## src/logic/wcl_pkg.sv

```systemverilog
// shared constants, types and helpers of the watchdog control and lock block
package wcl_pkg;

    // register index as printed; byte address is four times the index
    localparam logic [5:0] IDX_CTRL = 6'h00;
    localparam logic [5:0] IDX_STATUS = 6'h01;
    localparam int ADDR_W = 8;
    localparam int DATA_W = 32;
    localparam logic [ADDR_W-1:0] ADDR_CTRL = {IDX_CTRL, 2'h0};
    localparam logic [ADDR_W-1:0] ADDR_STATUS = {IDX_STATUS, 2'h0};

    // field positions
    localparam int LOCK_BIT = 7;
    localparam int BUSY_BIT = 0;
    localparam int REG_W = 8;
    localparam logic [REG_W-1:0] STATUS_RST = 8'h00;
    localparam logic [REG_W-1:0] CTRL_RST = 8'h00;

    // period codes: 0x1..0xb select 8 << (code-1) oscillator cycles
    localparam logic [3:0] CODE_OFF = 4'h0;
    localparam logic [3:0] CODE_MAX = 4'hb;
    localparam logic [3:0] CODE_ONE = 4'h1;
    localparam int CNT_W = 14;
    localparam logic [CNT_W-1:0] BASE_CYC = 14'h0008;

    // crossings finish on the second oscillator edge
    localparam logic [1:0] SYNC_LAST = 2'h1;

    // unlock window: four instructions of up to four system cycles
    localparam int CCP_INSTR = 4;
    localparam int CYC_PER_INSTR = 4;
    localparam logic [4:0] CCP_WIN_CYC = 5'(CCP_INSTR * CYC_PER_INSTR);

    typedef enum logic [1:0]
    {
        WCL_OFF = 2'b00,
        WCL_OPEN = 2'b01,
        WCL_CLOSED = 2'b11
    } wcl_state_t;

    typedef struct packed
    {
        logic [3:0] window;
        logic [3:0] period;
    } wcl_ctrl_t;

    typedef struct packed
    {
        logic psel;
        logic penable;
        logic pwrite;
        logic [ADDR_W-1:0] paddr;
        logic [DATA_W-1:0] pwdata;
    } wcl_apb_req_t;

    typedef struct packed
    {
        logic [DATA_W-1:0] prdata;
        logic pready;
        logic pslverr;
    } wcl_apb_rsp_t;

    // reserved codes enable nothing
    function automatic logic wcl_code_ok(input logic [3:0] code);
        return (code != CODE_OFF) && (code <= CODE_MAX);
    endfunction

endpackage

```

## src/logic/wcl_sync.sv

```systemverilog
// two-stage synchroniser with rising-edge pulse for the oscillator tick
`timescale 1ns/1ps
module wcl_sync
    import wcl_pkg::*;
(
    input wire logic clock_i,  // system clock
    input wire logic rst_n_i,  // async reset, active low
    input wire logic async_i,  // level from outside the clock domain
    output logic rise_o        // one-cycle pulse per rising edge
);

    typedef struct packed
    {
        logic s1;
        logic s2;
        logic s3;
    } wcl_sync_st_t;

    wcl_sync_st_t st_r;
    wcl_sync_st_t st_nxt;

    // first stage feeds the second stage only
    always_comb
    begin
        st_nxt.s1 = async_i;
        st_nxt.s2 = st_r.s1;
        st_nxt.s3 = st_r.s2;
    end

    always_ff @(posedge clock_i or negedge rst_n_i)
    begin
        if (!rst_n_i)
        begin
            st_r <= '0;
        end
        else
        begin
            st_r <= st_nxt;
        end
    end

    assign rise_o = st_r.s2 & ~st_r.s3;

endmodule

```

## src/logic/wcl_tick_cnt.sv

```systemverilog
// oscillator tick counter with a code-selected terminal count
`timescale 1ns/1ps
module wcl_tick_cnt
    import wcl_pkg::*;
(
    input wire logic clock_i,       // system clock
    input wire logic rst_n_i,       // async reset, active low
    input wire logic clear_i,       // restart the count
    input wire logic tick_i,        // one oscillator tick
    input wire logic [3:0] code_i,  // period code 0x1..0xb
    output logic hit_o              // last tick of the period
);

    typedef struct packed
    {
        logic [CNT_W-1:0] cnt;
    } wcl_cnt_st_t;

    wcl_cnt_st_t st_r;
    wcl_cnt_st_t st_nxt;
    logic [CNT_W-1:0] limit;

    assign limit = BASE_CYC << (code_i - CODE_ONE);
    assign hit_o = tick_i & wcl_code_ok(code_i) & (st_r.cnt == CNT_W'(limit - 1'b1));

    always_comb
    begin
        st_nxt = st_r;
        if (clear_i || hit_o)
        begin
            st_nxt.cnt = '0;
        end
        else if (tick_i)
        begin
            st_nxt.cnt = CNT_W'(st_r.cnt + 1'b1);
        end
    end

    always_ff @(posedge clock_i or negedge rst_n_i)
    begin
        if (!rst_n_i)
        begin
            st_r <= '0;
        end
        else
        begin
            st_r <= st_nxt;
        end
    end

endmodule

```

## src/logic/wcl_watchdog_ctrl.sv

```systemverilog
// watchdog control, lock and sync-busy registers with the timeout engine
//
// Operation
// - upper nibble selects closed window, enables window mode
// - lower nibble 0x1..0xb enables watchdog, sets timeout
// - in window mode lower nibble is open window
// - lock set makes control nibbles read-only
// - writing one to status bit 7 locks control
// - lock set by software or at boot, cleared in debug
// - nonzero period after boot sets lock automatically
// - lock write needs key unlock first
// - control write raises sync busy during crossing
// - sync busy clears itself when crossing completes
// - sync busy unprotected and always readable
// - status at index 0x01, resets to zero
// - control reset value comes from fuse configuration
// - normal timeout without restart issues system reset
// - restart during closed window issues system reset
//
// Implementation choice: the APB register port.
`timescale 1ns/1ps
module wcl_watchdog_ctrl
    import wcl_pkg::*;
(
    input wire logic clock_i,               // system clock, 50 MHz
    input wire logic rst_n_i,               // async reset, active low
    input wire wcl_apb_req_t apb_req_i,     // apb request
    output wcl_apb_rsp_t apb_rsp_o,         // apb response
    input wire logic wdt_osc_i,             // watchdog oscillator, async
    input wire logic wdr_i,                 // restart instruction pulse
    input wire logic ccp_unlock_i,          // unlock key written pulse
    input wire logic debug_halt_i,          // cpu halted by debugger
    input wire logic boot_done_i,           // boot code finished, level
    input wire logic [REG_W-1:0] fuse_cfg_i, // fuse control value
    output logic sys_reset_o                // system reset request pulse
);

    typedef struct packed
    {
        logic fuse_done;
        logic boot_seen;
        wcl_ctrl_t ctrl;
        wcl_ctrl_t shadow;
        wcl_ctrl_t live;
        logic lock;
        logic busy;
        logic [1:0] busy_ticks;
        logic [4:0] ccp_cnt;
        logic wdr_pend;
        logic [1:0] wdr_ticks;
        wcl_state_t st;
        wcl_apb_rsp_t rsp;
        logic sys_rst;
    } wcl_top_st_t;

    wcl_top_st_t st_r;
    wcl_top_st_t st_nxt;

    logic tick_rise;
    logic cnt_clr;
    logic cnt_tick;
    logic cnt_hit;
    logic [3:0] cnt_code;
    logic wdr_fire;
    logic ccp_open;
    logic apb_setup;
    logic apb_done;
    logic addr_hit;
    logic ctrl_wr;
    logic ctrl_acc;
    logic lock_wr;
    logic boot_edge;
    logic boot_lock;
    logic per_en;
    logic win_en;
    logic [REG_W-1:0] status_val;
    logic [DATA_W-1:0] rd_data;

    wcl_sync u_osc_sync
    (
        .clock_i (clock_i),
        .rst_n_i (rst_n_i),
        .async_i (wdt_osc_i),
        .rise_o (tick_rise)
    );

    wcl_tick_cnt u_tick_cnt
    (
        .clock_i (clock_i),
        .rst_n_i (rst_n_i),
        .clear_i (cnt_clr),
        .tick_i (cnt_tick),
        .code_i (cnt_code),
        .hit_o (cnt_hit)
    );

    // apb: pready answers one cycle into the access phase, write lands on the done edge
    assign apb_setup = apb_req_i.psel & apb_req_i.penable & ~st_r.rsp.pready;
    assign apb_done = apb_req_i.psel & apb_req_i.penable & st_r.rsp.pready;
    assign addr_hit = (apb_req_i.paddr == ADDR_CTRL) || (apb_req_i.paddr == ADDR_STATUS);
    assign ccp_open = (st_r.ccp_cnt != '0);
    assign ctrl_wr = apb_done & apb_req_i.pwrite & (apb_req_i.paddr == ADDR_CTRL);
    // writes while busy are not allowed; they are dropped rather than half-crossed
    assign ctrl_acc = ctrl_wr & ccp_open & ~st_r.lock & ~st_r.busy & st_r.fuse_done;
    assign lock_wr = apb_done & apb_req_i.pwrite & (apb_req_i.paddr == ADDR_STATUS)
                     & apb_req_i.pwdata[LOCK_BIT] & ccp_open;
    assign boot_edge = boot_done_i & ~st_r.boot_seen & st_r.fuse_done;
    assign boot_lock = boot_edge & (st_r.ctrl.period != CODE_OFF);
    assign per_en = wcl_code_ok(st_r.live.period);
    assign win_en = wcl_code_ok(st_r.live.window);
    assign cnt_code = (st_r.st == WCL_CLOSED) ? st_r.live.window : st_r.live.period;
    assign cnt_tick = tick_rise & (st_r.st != WCL_OFF) & ~debug_halt_i;

    always_comb
    begin
        status_val = STATUS_RST;
        status_val[LOCK_BIT] = st_r.lock;
        status_val[BUSY_BIT] = st_r.busy;
        rd_data = '0;
        if (apb_req_i.paddr == ADDR_CTRL)
        begin
            rd_data[REG_W-1:0] = st_r.ctrl;
        end
        else if (apb_req_i.paddr == ADDR_STATUS)
        begin
            rd_data[REG_W-1:0] = status_val;
        end
    end

    always_comb
    begin
        st_nxt = st_r;
        st_nxt.sys_rst = 1'b0;
        st_nxt.rsp.pready = 1'b0;
        st_nxt.rsp.pslverr = 1'b0;
        cnt_clr = 1'b0;
        wdr_fire = 1'b0;

        // fuse value is caught on the first edge after reset release
        if (!st_r.fuse_done)
        begin
            st_nxt.fuse_done = 1'b1;
            st_nxt.ctrl = fuse_cfg_i;
            st_nxt.shadow = fuse_cfg_i;
            st_nxt.live = fuse_cfg_i;
        end

        if (st_r.ccp_cnt != '0)
        begin
            st_nxt.ccp_cnt = 5'(st_r.ccp_cnt - 1'b1);
        end
        if (ccp_unlock_i)
        begin
            st_nxt.ccp_cnt = CCP_WIN_CYC;
        end

        if (apb_setup)
        begin
            st_nxt.rsp.pready = 1'b1;
            st_nxt.rsp.prdata = rd_data;
            st_nxt.rsp.pslverr = ~addr_hit;
        end

        // control crossing: new value reaches the oscillator side on its second edge
        if (st_r.busy && tick_rise)
        begin
            if (st_r.busy_ticks == SYNC_LAST)
            begin
                st_nxt.live = st_r.shadow;
                st_nxt.busy = 1'b0;
                st_nxt.busy_ticks = '0;
                cnt_clr = 1'b1;
            end
            else
            begin
                st_nxt.busy_ticks = 2'(st_r.busy_ticks + 1'b1);
            end
        end

        // restart crossing; a second restart while one is pending is ignored
        if (st_r.wdr_pend && tick_rise)
        begin
            if (st_r.wdr_ticks == SYNC_LAST)
            begin
                wdr_fire = 1'b1;
                st_nxt.wdr_pend = 1'b0;
                st_nxt.wdr_ticks = '0;
            end
            else
            begin
                st_nxt.wdr_ticks = 2'(st_r.wdr_ticks + 1'b1);
            end
        end
        if (wdr_i && !st_r.wdr_pend && !debug_halt_i && st_r.st != WCL_OFF)
        begin
            st_nxt.wdr_pend = 1'b1;
            st_nxt.wdr_ticks = '0;
        end

        if (debug_halt_i)
        begin
            st_nxt.lock = 1'b0;
        end

        if (ctrl_acc)
        begin
            st_nxt.ctrl = apb_req_i.pwdata[REG_W-1:0];
            st_nxt.shadow = apb_req_i.pwdata[REG_W-1:0];
            st_nxt.busy = 1'b1;
            st_nxt.busy_ticks = '0;
            st_nxt.ccp_cnt = '0;
        end
        if (lock_wr)
        begin
            st_nxt.lock = 1'b1;
            st_nxt.ccp_cnt = '0;
        end
        if (boot_edge)
        begin
            st_nxt.boot_seen = 1'b1;
        end
        if (boot_lock)
        begin
            st_nxt.lock = 1'b1;
        end

        if (debug_halt_i)
        begin
            // a halt resets the count; resuming starts with a normal period
            cnt_clr = 1'b1;
            st_nxt.wdr_pend = 1'b0;
            st_nxt.st = per_en ? WCL_OPEN : WCL_OFF;
        end
        else
        begin
            case (st_r.st)
                WCL_OFF:
                begin
                    if (per_en)
                    begin
                        st_nxt.st = WCL_OPEN;
                        cnt_clr = 1'b1;
                    end
                end
                WCL_OPEN:
                begin
                    if (!per_en)
                    begin
                        st_nxt.st = WCL_OFF;
                    end
                    else if (wdr_fire)
                    begin
                        cnt_clr = 1'b1;
                        st_nxt.st = win_en ? WCL_CLOSED : WCL_OPEN;
                    end
                    else if (cnt_hit)
                    begin
                        st_nxt.sys_rst = 1'b1;
                        cnt_clr = 1'b1;
                    end
                end
                WCL_CLOSED:
                begin
                    if (!per_en)
                    begin
                        st_nxt.st = WCL_OFF;
                    end
                    else if (wdr_fire)
                    begin
                        st_nxt.sys_rst = 1'b1;
                        cnt_clr = 1'b1;
                        st_nxt.st = WCL_OPEN;
                    end
                    else if (cnt_hit || !win_en)
                    begin
                        cnt_clr = 1'b1;
                        st_nxt.st = WCL_OPEN;
                    end
                end
                default:
                begin
                    st_nxt.st = WCL_OFF;
                end
            endcase
        end
    end

    always_ff @(posedge clock_i or negedge rst_n_i)
    begin
        if (!rst_n_i)
        begin
            st_r <= '0;
            st_r.ctrl <= CTRL_RST;
            st_r.st <= WCL_OFF;
        end
        else
        begin
            st_r <= st_nxt;
        end
    end

    assign apb_rsp_o = st_r.rsp;
    assign sys_reset_o = st_r.sys_rst;

    property p_lock_holds_ctrl;
        @(posedge clock_i) disable iff (!rst_n_i)
        st_r.lock && st_r.fuse_done && ctrl_wr |=> st_r.ctrl == $past(st_r.ctrl);
    endproperty
    a_lock_holds_ctrl: assert property (p_lock_holds_ctrl)
        else $error("control changed while locked");

    property p_lock_falls_debug;
        @(posedge clock_i) disable iff (!rst_n_i)
        $fell(st_r.lock) |-> $past(debug_halt_i);
    endproperty
    a_lock_falls_debug: assert property (p_lock_falls_debug)
        else $error("lock cleared outside debug halt");

    property p_lock_rise_cause;
        @(posedge clock_i) disable iff (!rst_n_i)
        $rose(st_r.lock) |-> $past(lock_wr || boot_lock) && $past(ccp_open || boot_lock);
    endproperty
    a_lock_rise_cause: assert property (p_lock_rise_cause)
        else $error("lock set without unlock or boot");

    property p_lock_write_sets;
        @(posedge clock_i) disable iff (!rst_n_i)
        lock_wr |=> st_r.lock;
    endproperty
    a_lock_write_sets: assert property (p_lock_write_sets)
        else $error("unlocked lock write did not set lock");

    property p_boot_lock;
        @(posedge clock_i) disable iff (!rst_n_i)
        boot_lock |=> st_r.lock && st_r.boot_seen;
    endproperty
    a_boot_lock: assert property (p_boot_lock)
        else $error("nonzero period at boot did not lock");

    property p_busy_set;
        @(posedge clock_i) disable iff (!rst_n_i)
        ctrl_acc |=> st_r.busy && st_r.ctrl == $past(apb_req_i.pwdata[REG_W-1:0]);
    endproperty
    a_busy_set: assert property (p_busy_set)
        else $error("accepted control write did not raise busy");

    property p_busy_clear;
        @(posedge clock_i) disable iff (!rst_n_i)
        $fell(st_r.busy) |-> $past(tick_rise) && st_r.live == st_r.shadow;
    endproperty
    a_busy_clear: assert property (p_busy_clear)
        else $error("busy cleared without finished crossing");

    property p_status_read;
        @(posedge clock_i) disable iff (!rst_n_i)
        apb_setup && apb_req_i.paddr == ADDR_STATUS
        |=> apb_rsp_o.pready && apb_rsp_o.prdata[BUSY_BIT] == $past(st_r.busy);
    endproperty
    a_status_read: assert property (p_status_read)
        else $error("status read does not show busy");

    property p_fuse_load;
        @(posedge clock_i) disable iff (!rst_n_i)
        !st_r.fuse_done |=> st_r.ctrl == $past(fuse_cfg_i) && st_r.live == $past(fuse_cfg_i);
    endproperty
    a_fuse_load: assert property (p_fuse_load)
        else $error("control not loaded from fuse");

    property p_reset_cause;
        @(posedge clock_i) disable iff (!rst_n_i)
        sys_reset_o |-> $past(cnt_hit && st_r.st == WCL_OPEN)
                        || $past(wdr_fire && st_r.st == WCL_CLOSED);
    endproperty
    a_reset_cause: assert property (p_reset_cause)
        else $error("system reset without cause");

    property p_closed_restart;
        @(posedge clock_i) disable iff (!rst_n_i)
        !debug_halt_i && per_en && st_r.st == WCL_CLOSED && wdr_fire
        |=> sys_reset_o ##1 !sys_reset_o;
    endproperty
    a_closed_restart: assert property (p_closed_restart)
        else $error("restart in closed window did not reset");

    property p_closed_to_open;
        @(posedge clock_i) disable iff (!rst_n_i)
        !debug_halt_i && per_en && st_r.st == WCL_CLOSED && cnt_hit && !wdr_fire
        |=> st_r.st == WCL_OPEN && !sys_reset_o;
    endproperty
    a_closed_to_open: assert property (p_closed_to_open)
        else $error("closed window did not open");

    property p_reserved_off;
        @(posedge clock_i) disable iff (!rst_n_i)
        !debug_halt_i && !per_en |=> st_r.st == WCL_OFF && !sys_reset_o;
    endproperty
    a_reserved_off: assert property (p_reserved_off)
        else $error("disabled or reserved period still running");

    property p_pready_pulse;
        @(posedge clock_i) disable iff (!rst_n_i)
        apb_rsp_o.pready |=> !apb_rsp_o.pready;
    endproperty
    a_pready_pulse: assert property (p_pready_pulse)
        else $error("pready held longer than one cycle");

endmodule

```

## config.mk

```make
export PLATFORM = sky130hd
export DESIGN_NAME = wcl_watchdog_ctrl
export DESIGN_NICKNAME = d
export VERILOG_FILES = /design/src/logic/wcl_pkg.sv /design/src/logic/wcl_sync.sv /design/src/logic/wcl_tick_cnt.sv /design/src/logic/wcl_watchdog_ctrl.sv
export SDC_FILE = /design/constraint.sdc
export NUM_CORES = 1
export LEC_CHECK = 0
export BUFFER_PORTS_ARGS = -buffer_cell sky130_fd_sc_hd__buf_2
export CELL_PAD_IN_SITES_DETAIL_PLACEMENT = 0
export CELL_PAD_IN_SITES_GLOBAL_PLACEMENT = 2
export CORE_MARGIN = 2
export CORE_UTILIZATION = 29
export DETAILED_ROUTE_END_ITERATION = 8
export PLACE_DENSITY_LB_ADDON = 0.1
export SETUP_SLACK_MARGIN = 0.4
export SLEW_MARGIN = 5
export SYNTH_ARGS = -nofsm -noshare
export SYNTH_HDL_FRONTEND = slang
export SYNTH_SLANG_ARGS = --single-unit
```

## constraint.sdc

```tcl
create_clock -name clock_i -period 3.3 [get_ports clock_i]
set_clock_uncertainty 0.05 [all_clocks]
set_input_delay 0 -clock clock_i [delete_from_list [all_inputs] [get_ports clock_i]]
set_output_delay 0 -clock clock_i [all_outputs]
set_load 0.05 [all_outputs]
```

* After elaboration in Yosys (flattened, before gate mapping)
Cells that the tools add are included.
Operators by class: mux-type cells 55, order comparisons 3, shift-type cells 1, reductions and logical operators 33, bitwise operators 27, add/sub/neg operators 6, equal/unequal tests 10
Operators with widths (number):
- 8-bit 2-to-1 mux | 5
- 14-bit 2-to-1 mux | 2
- 1-bit 2-to-1 mux | 25
- 24-bit 2-to-1 mux | 1
- 2-bit 2-to-1 mux | 11
- 1-bit AND | 20
- 4-bit nonzero test | 5
- 16-bit 2-to-1 mux | 1
- 5-bit 2-to-1 mux | 3
- 14-bit by 1-bit adder with 14-bit output (second input constant) | 1
- 14-bit == test | 1
- 4-bit by 4-bit << shifter with 14-bit output (first input constant) | 1
- 14-bit by 1-bit subtractor with 14-bit output (second input constant) | 1
- 4-bit less-or-equal comparator (second input constant) | 3
- 2-bit nonzero test | 5
- 3-bit 2-to-1 mux | 3
- 3-bit nonzero test | 3
- 8-bit by 3-bit == test with 1-bit output (second input constant) | 1
- 1-bit logical AND | 8
- 8-bit zero test | 1
- 1-bit NOT | 7
- 2-bit by 1-bit == test with 1-bit output (second input constant) | 3
- 2-bit case mux with 3 select lines | 1
- 5-bit by 4-bit inequality test with 1-bit output (second input constant) | 1
- 16 further kinds | 22
Word-level totals: output and inout bits 35, input port bits 58, flip-flop bits (word level) 68, word-level logic and storage cells 158

* Logic depth before layout (Yosys ltp)
word-level depth 15, mapped depth 15, depth with buffers taken out 12

* Cells and area by module
From an unflattened synthesis, not the netlist that was laid out.
Unflattened totals: cells, all modules 419, area total of the unflattened synthesis 3925.0 µm²
Modules (own cells, without submodules):
- wcl_watchdog_ctrl | instances 1, cells each 245, sequential area each 1076.0 µm², area an instance 2383.5 µm²
- wcl_tick_cnt | instances 1, cells each 170, sequential area each 350.3 µm², area an instance 1452.6 µm²
- wcl_sync | instances 1, cells each 4, sequential area each 75.1 µm², area an instance 88.8 µm²

* Worst setup path after synthesis
OpenSTA, ideal clock, no wires.
kind reg2reg, from register st_r[36] in the netlist's numbering, to register u_tick_cnt.st_r[9] in the netlist's numbering, slack -0.135 ns, data arrival time 3.266 ns, required time 3.131 ns, buffers on the path 4, cell stages (with the launch flop) 16, period minus slack after synthesis 3.435 ns, path through dfrtp_1 buf_4 buf_6 a211oi_1 a21oi_1 or2_2 ha_1 clkbuf_1 xnor2_1 or3_1 a22oi_1 o2111ai_1 or4_4 nand3_2 buf_6 nor2_1
Between the ends: longest elaborated chain between the ends 15
RTL lines:
- start, declared | RTL line wcl_watchdog_ctrl.sv:56 | wcl_top_st_t st_r;
- start signal, assigned | RTL line wcl_watchdog_ctrl.sv:298 | st_r <= st_nxt;
- 2-bit == test | RTL line wcl_watchdog_ctrl.sv:111, wcl_watchdog_ctrl.sv:236
- 4-bit 2-to-1 mux | RTL line wcl_watchdog_ctrl.sv:111 | assign cnt_code = (st_r.st == WCL_CLOSED) ? st_r.live.window : st_r.live.period;
- 4-bit by 1-bit subtractor with 4-bit output | RTL line wcl_tick_cnt.sv:23 | assign limit = BASE_CYC << (code_i - CODE_ONE);
- 4-bit by 4-bit << shifter with 14-bit output | RTL line wcl_tick_cnt.sv:23
- 14-bit by 1-bit subtractor with 14-bit output | RTL line wcl_tick_cnt.sv:24 | assign hit_o = tick_i & wcl_code_ok(code_i) & (st_r.cnt == CNT_W'(limit - 1'b1));
- 14-bit == test | RTL line wcl_tick_cnt.sv:24
- 1-bit AND | RTL line wcl_tick_cnt.sv:24
- 1-bit logical OR | RTL line wcl_watchdog_ctrl.sv:274 | else if (cnt_hit || !win_en)
- 1-bit 2-to-1 mux | RTL line wcl_watchdog_ctrl.sv:274
- 1-bit 2-to-1 mux | RTL line wcl_watchdog_ctrl.sv:268 | else if (wdr_fire)
- 1-bit 2-to-1 mux | RTL line wcl_watchdog_ctrl.sv:264 | if (!per_en)
- 1-bit case mux with 3 select lines | RTL line wcl_watchdog_ctrl.sv:236 | case (st_r.st)
- 1-bit 2-to-1 mux | RTL line wcl_watchdog_ctrl.sv:227 | if (debug_halt_i)
- 1-bit logical OR | RTL line wcl_tick_cnt.sv:29 | if (clear_i || hit_o)
- 14-bit 2-to-1 mux or 2-bit nonzero test (tied branches)
- end signal, assigned | RTL line wcl_tick_cnt.sv:47 | st_r <= st_nxt;
- end, declared | RTL line wcl_tick_cnt.sv:19 | wcl_cnt_st_t st_r;
Parallel ways exist; a longest one is shown, timed or not. A chain may end at the register's enable or synchronous reset.

* Worst setup path in the final report
from register st_r[35] in the netlist's numbering, to register u_tick_cnt.st_r[1] in the netlist's numbering
The elaborated chain is that of the path after synthesis.

==> metrics.md <==
| Metric | Value |
|---|---|
| Outcome | `complete, no violations` |
| Clock transition at path regs | `50 ps` |
| GP Congestion | `0.764` |
| Initial Util | `0.295` |
| Post-placement cell count | `661` |
| Syn avg cell area | `8.87 µm²` |
| Syn Inst Count | `437` |
| Final hold slack | `36.7 ps` |
| H-tree lvl count | `3` |
| Die height | `120 µm` |
| Num CTS Buffers | `9` |
| Final ANT Viol Nets | `0` |
| Layout cells sized above 1 | `0.261` |
| Commonest cells after routing, fill and taps aside | `dfrtp_1 (59), buf_2 (44), nand2_1 (42)` |
| CP max-delay cell | `or4_4` |
| Fin nets | `589` |
| WP data required | `3460 ps` |
| Fin. Hold Viols | `0` |
| Port bufs | `44` |
| Peak Freq | `0.319 GHz` |
| #FFs+latches synth | `60` |
| Leakage | `2.18 nW` |
| RSZ-0062 raised after global routing | `true` |
| Worst EP arrival | `3300 ps` |
| CP max FO | `7` |
| Synth Area in Compound Gates | `0.162` |
| Hold Crit Class | `input port to register` |
| Synth top area share | `0.387` |
| Longest Clk Path Bufs | `2` |
| Cell Chain, Critical Path | `buf_6 > a211oi_4 > a21oi_4 > or2_4 > ha_4 > inv_4 > buf_6 > a211oi_1 > a2111oi_2 > o2111ai_1 > or4_4 > nand3_4 > nor2_1` |
| Post-Synth Adder-Cell Area | `0.00969` |
| Setup violations, final | `0` |
| Most frequent CP cell | `buf_6` |
| I/O Pins | `93` |
| Final core occ | `0.385` |
| Most common flop cell mapped by yosys | `dfrtp_1` |
| Total number of clock tree sinks | `60` |
| Post-Synth Simple-Gate Area | `0.220` |
| Largest area contributor in the netlist | `dfrtp_1` |
| EDFF count, synth | `0` |
| Fillers | `1368` |
| Ant. Diodes | `0` |
| Core area | `13100 µm²` |
| WL per Instance | `15.0 µm` |
| Area delta synth->final | `30.5%` |
| Tcrit/Tclk final | `0.951` |
| Die width | `120 µm` |
| HPWL Detailed | `7.78 mm` |
| Core Rows | `42` |
| VDD IR max | `398 µV` |
| Post-layout min period | `3140 ps` |
| Netlist cell types | `65` |
| First-pass GRT wire length | `17.6 mm` |
| Largest net degree at the start of global routing | `42` |
| Main combinational cell family by area after synthesis | `simple AND/OR/NAND/NOR gates` |
| Met3 Routed Length | `335 µm` |
| Clk Latency, worst-skew pair | `330 ps` |
| Delay-heaviest family, CP | `simple AND/OR/NAND/NOR gates` |
| CP max stage delay | `560 ps` |
| TritonRoute pass-1 iters | `5` |
| Max_slew headroom | `0.355` |
| Crit end category | `register` |
| Final Slew Violations | `0` |
| Post-synthesis xor/xnor area fraction | `0.0429` |
| Gr ovfl total | `0` |
| Max-Cap Viols | `0` |
| Vias in the first global route | `3334` |
| Worst slew pin tran | `967 ps` |
| Drt drc | `0` |
| Register area share after synthesis | `0.387` |
| Power consumption | `2.61 mW` |
| Top Layer Used | `met4` |
| Worst Setup Start Kind | `register` |
| Root Driver | `clkbuf_16` |
| Ys Warns | `0` |
| DR iter-0 viols | `165` |
| Pwr Density | `516 nW/µm²` |
| Mux contribution to synthesized area | `0.0652` |
| CTS tree | `built` |
| Metal2 WL | `5.22 mm` |
| Routed metal-1 wirelength | `4.85 mm` |
| Synth top area cells | `dfrtp_1 (39%), buf_4 (7.0%), mux2i_1 (5.9%)` |
| Most common cell after layout, fill and taps aside | `dfrtp_1` |
| Final cell count without fillers | `708` |
| CP Class | `register to register` |
| Ys async rst share | `1.00` |
| Avg Vias per Cell | `4.83` |
| Via count | `3419` |
| Overall routing resource usage | `0.159` |
| Synth Cell Area | `3870 µm²` |
| WP buf/inv | `3` |
| Die Footprint | `14300 µm²` |
| Antenna violations before repair | `0` |
| Total Wirelength | `10.6 mm` |
report_power, final:
group,total (mW),switching (mW),leakage [nW],internal [mW]
Sequential,0.884,0.0693,0.764,0.815
Combinational,0.805,0.461,1.28,0.345
Clock,0.921,0.323,0.138,0.598
cells by family after synthesis:
| logic type | count (synthesis) |
|---|---|
| compound gates | 95 |
| xor+xnor | 19 |
| fa+ha+maj | 3 |
| buf+inv | 70 |
| flops | 60 |
| mux | 25 |
| other cells | 2 |
| simple gates | 163 |
cells in the mapped netlist, types with 11 or more instances:
| library cell | n |
|---|---|
| a21oi_1 | 28 |
| buf_4 | 36 |
| clkbuf_1 | 13 |
| dfrtp_1 | 60 |
| inv_1 | 12 |
| mux2i_1 | 23 |
| nand2_1 | 42 |
| nand3_1 | 11 |
| nor2_1 | 44 |
| o21ai_0 | 20 |
| xnor2_1 | 11 |
metrics by stage:
step / TNS [ps] / instance area (µm²) / setup WS, ps
after CTS: 0 / 5020 / 124
after global placement: -1300 / 4360 / -192
after detailed placement: -1040 / 4360 / -75.3
final: 0 / 5060 / 162
after global routing: 0 / 5060 / 50.9
after floorplan: 0 / 4020 / 200
worst register-to-register path, cell delays in order, from the launching register on:
cell,delay (ps)
dfrtp_2,440
buf_6,140
a211oi_4,290
a21oi_4,70
or2_4,280
ha_4,180
inv_4,70
buf_6,100
a211oi_1,40
a2111oi_2,400
o2111ai_1,180
or4_4,560
nand3_4,140
nor2_1,70
worst paths after layout:
path | slack, ps | endpoint | depth (start not counted) | startpoint
setup / recovery | 160 | u_tick_cnt.st_r[1] | 13 | st_r[35]
hold / removal | 40 | st_r[39] | 3 | wdr_i
setup reg to reg | 160 | u_tick_cnt.st_r[1] | 13 | st_r[35]
hold reg to reg | 300 | u_osc_sync.st_nxt[0] | 0 | u_osc_sync.st_nxt[1]
max in group asynchronous | 2050 | u_tick_cnt.st_r[4] | 3 | rst_n_i
min in group asynchronous | 300 | st_r[44] | 2 | rst_n_i
sequential cells by signal, indices dropped and copies added (netlist names):
name	flops
apb_rsp_o	10
st_r	32
sys_reset_o	1
u_osc_sync.st_nxt	2
u_osc_sync.st_r	1
u_tick_cnt.st_r	14
layer usage:
layer  global-route usage  vias up
met5                    0        -
met4               0.0625        0
met3               0.0347       14
met2                0.254       58
met1                0.211     1667
li1                     -     1680
cell type report:
type | count | area (µm²) | area share
clock inverters | 4 | 50.0 | 0.00990
multi-input cells | 331 | 2170 | 0.429
inverters | 12 | 47.5 | 0.00940
clock buffers | 11 | 243 | 0.0480
repair buffers | 114 | 825 | 0.163
flip-flops and latches | 60 | 1500 | 0.297
well taps | 176 | 220 | 0.0435
repair_timing:
| action | 4_1_cts | 5_1_grt |
|---|---|---|
| gates cloned | 1 | 0 |
| buffers inserted | 3 | 1 |
| pin swaps | 13 | 3 |
| hold endpoints to repair | 68 | 0 |
| hold buffers | 27 | 0 |
| resized for setup | 16 | 8 |
| setup endpoints to repair | 16 | 16 |
(Power assumes the default switching activity.)
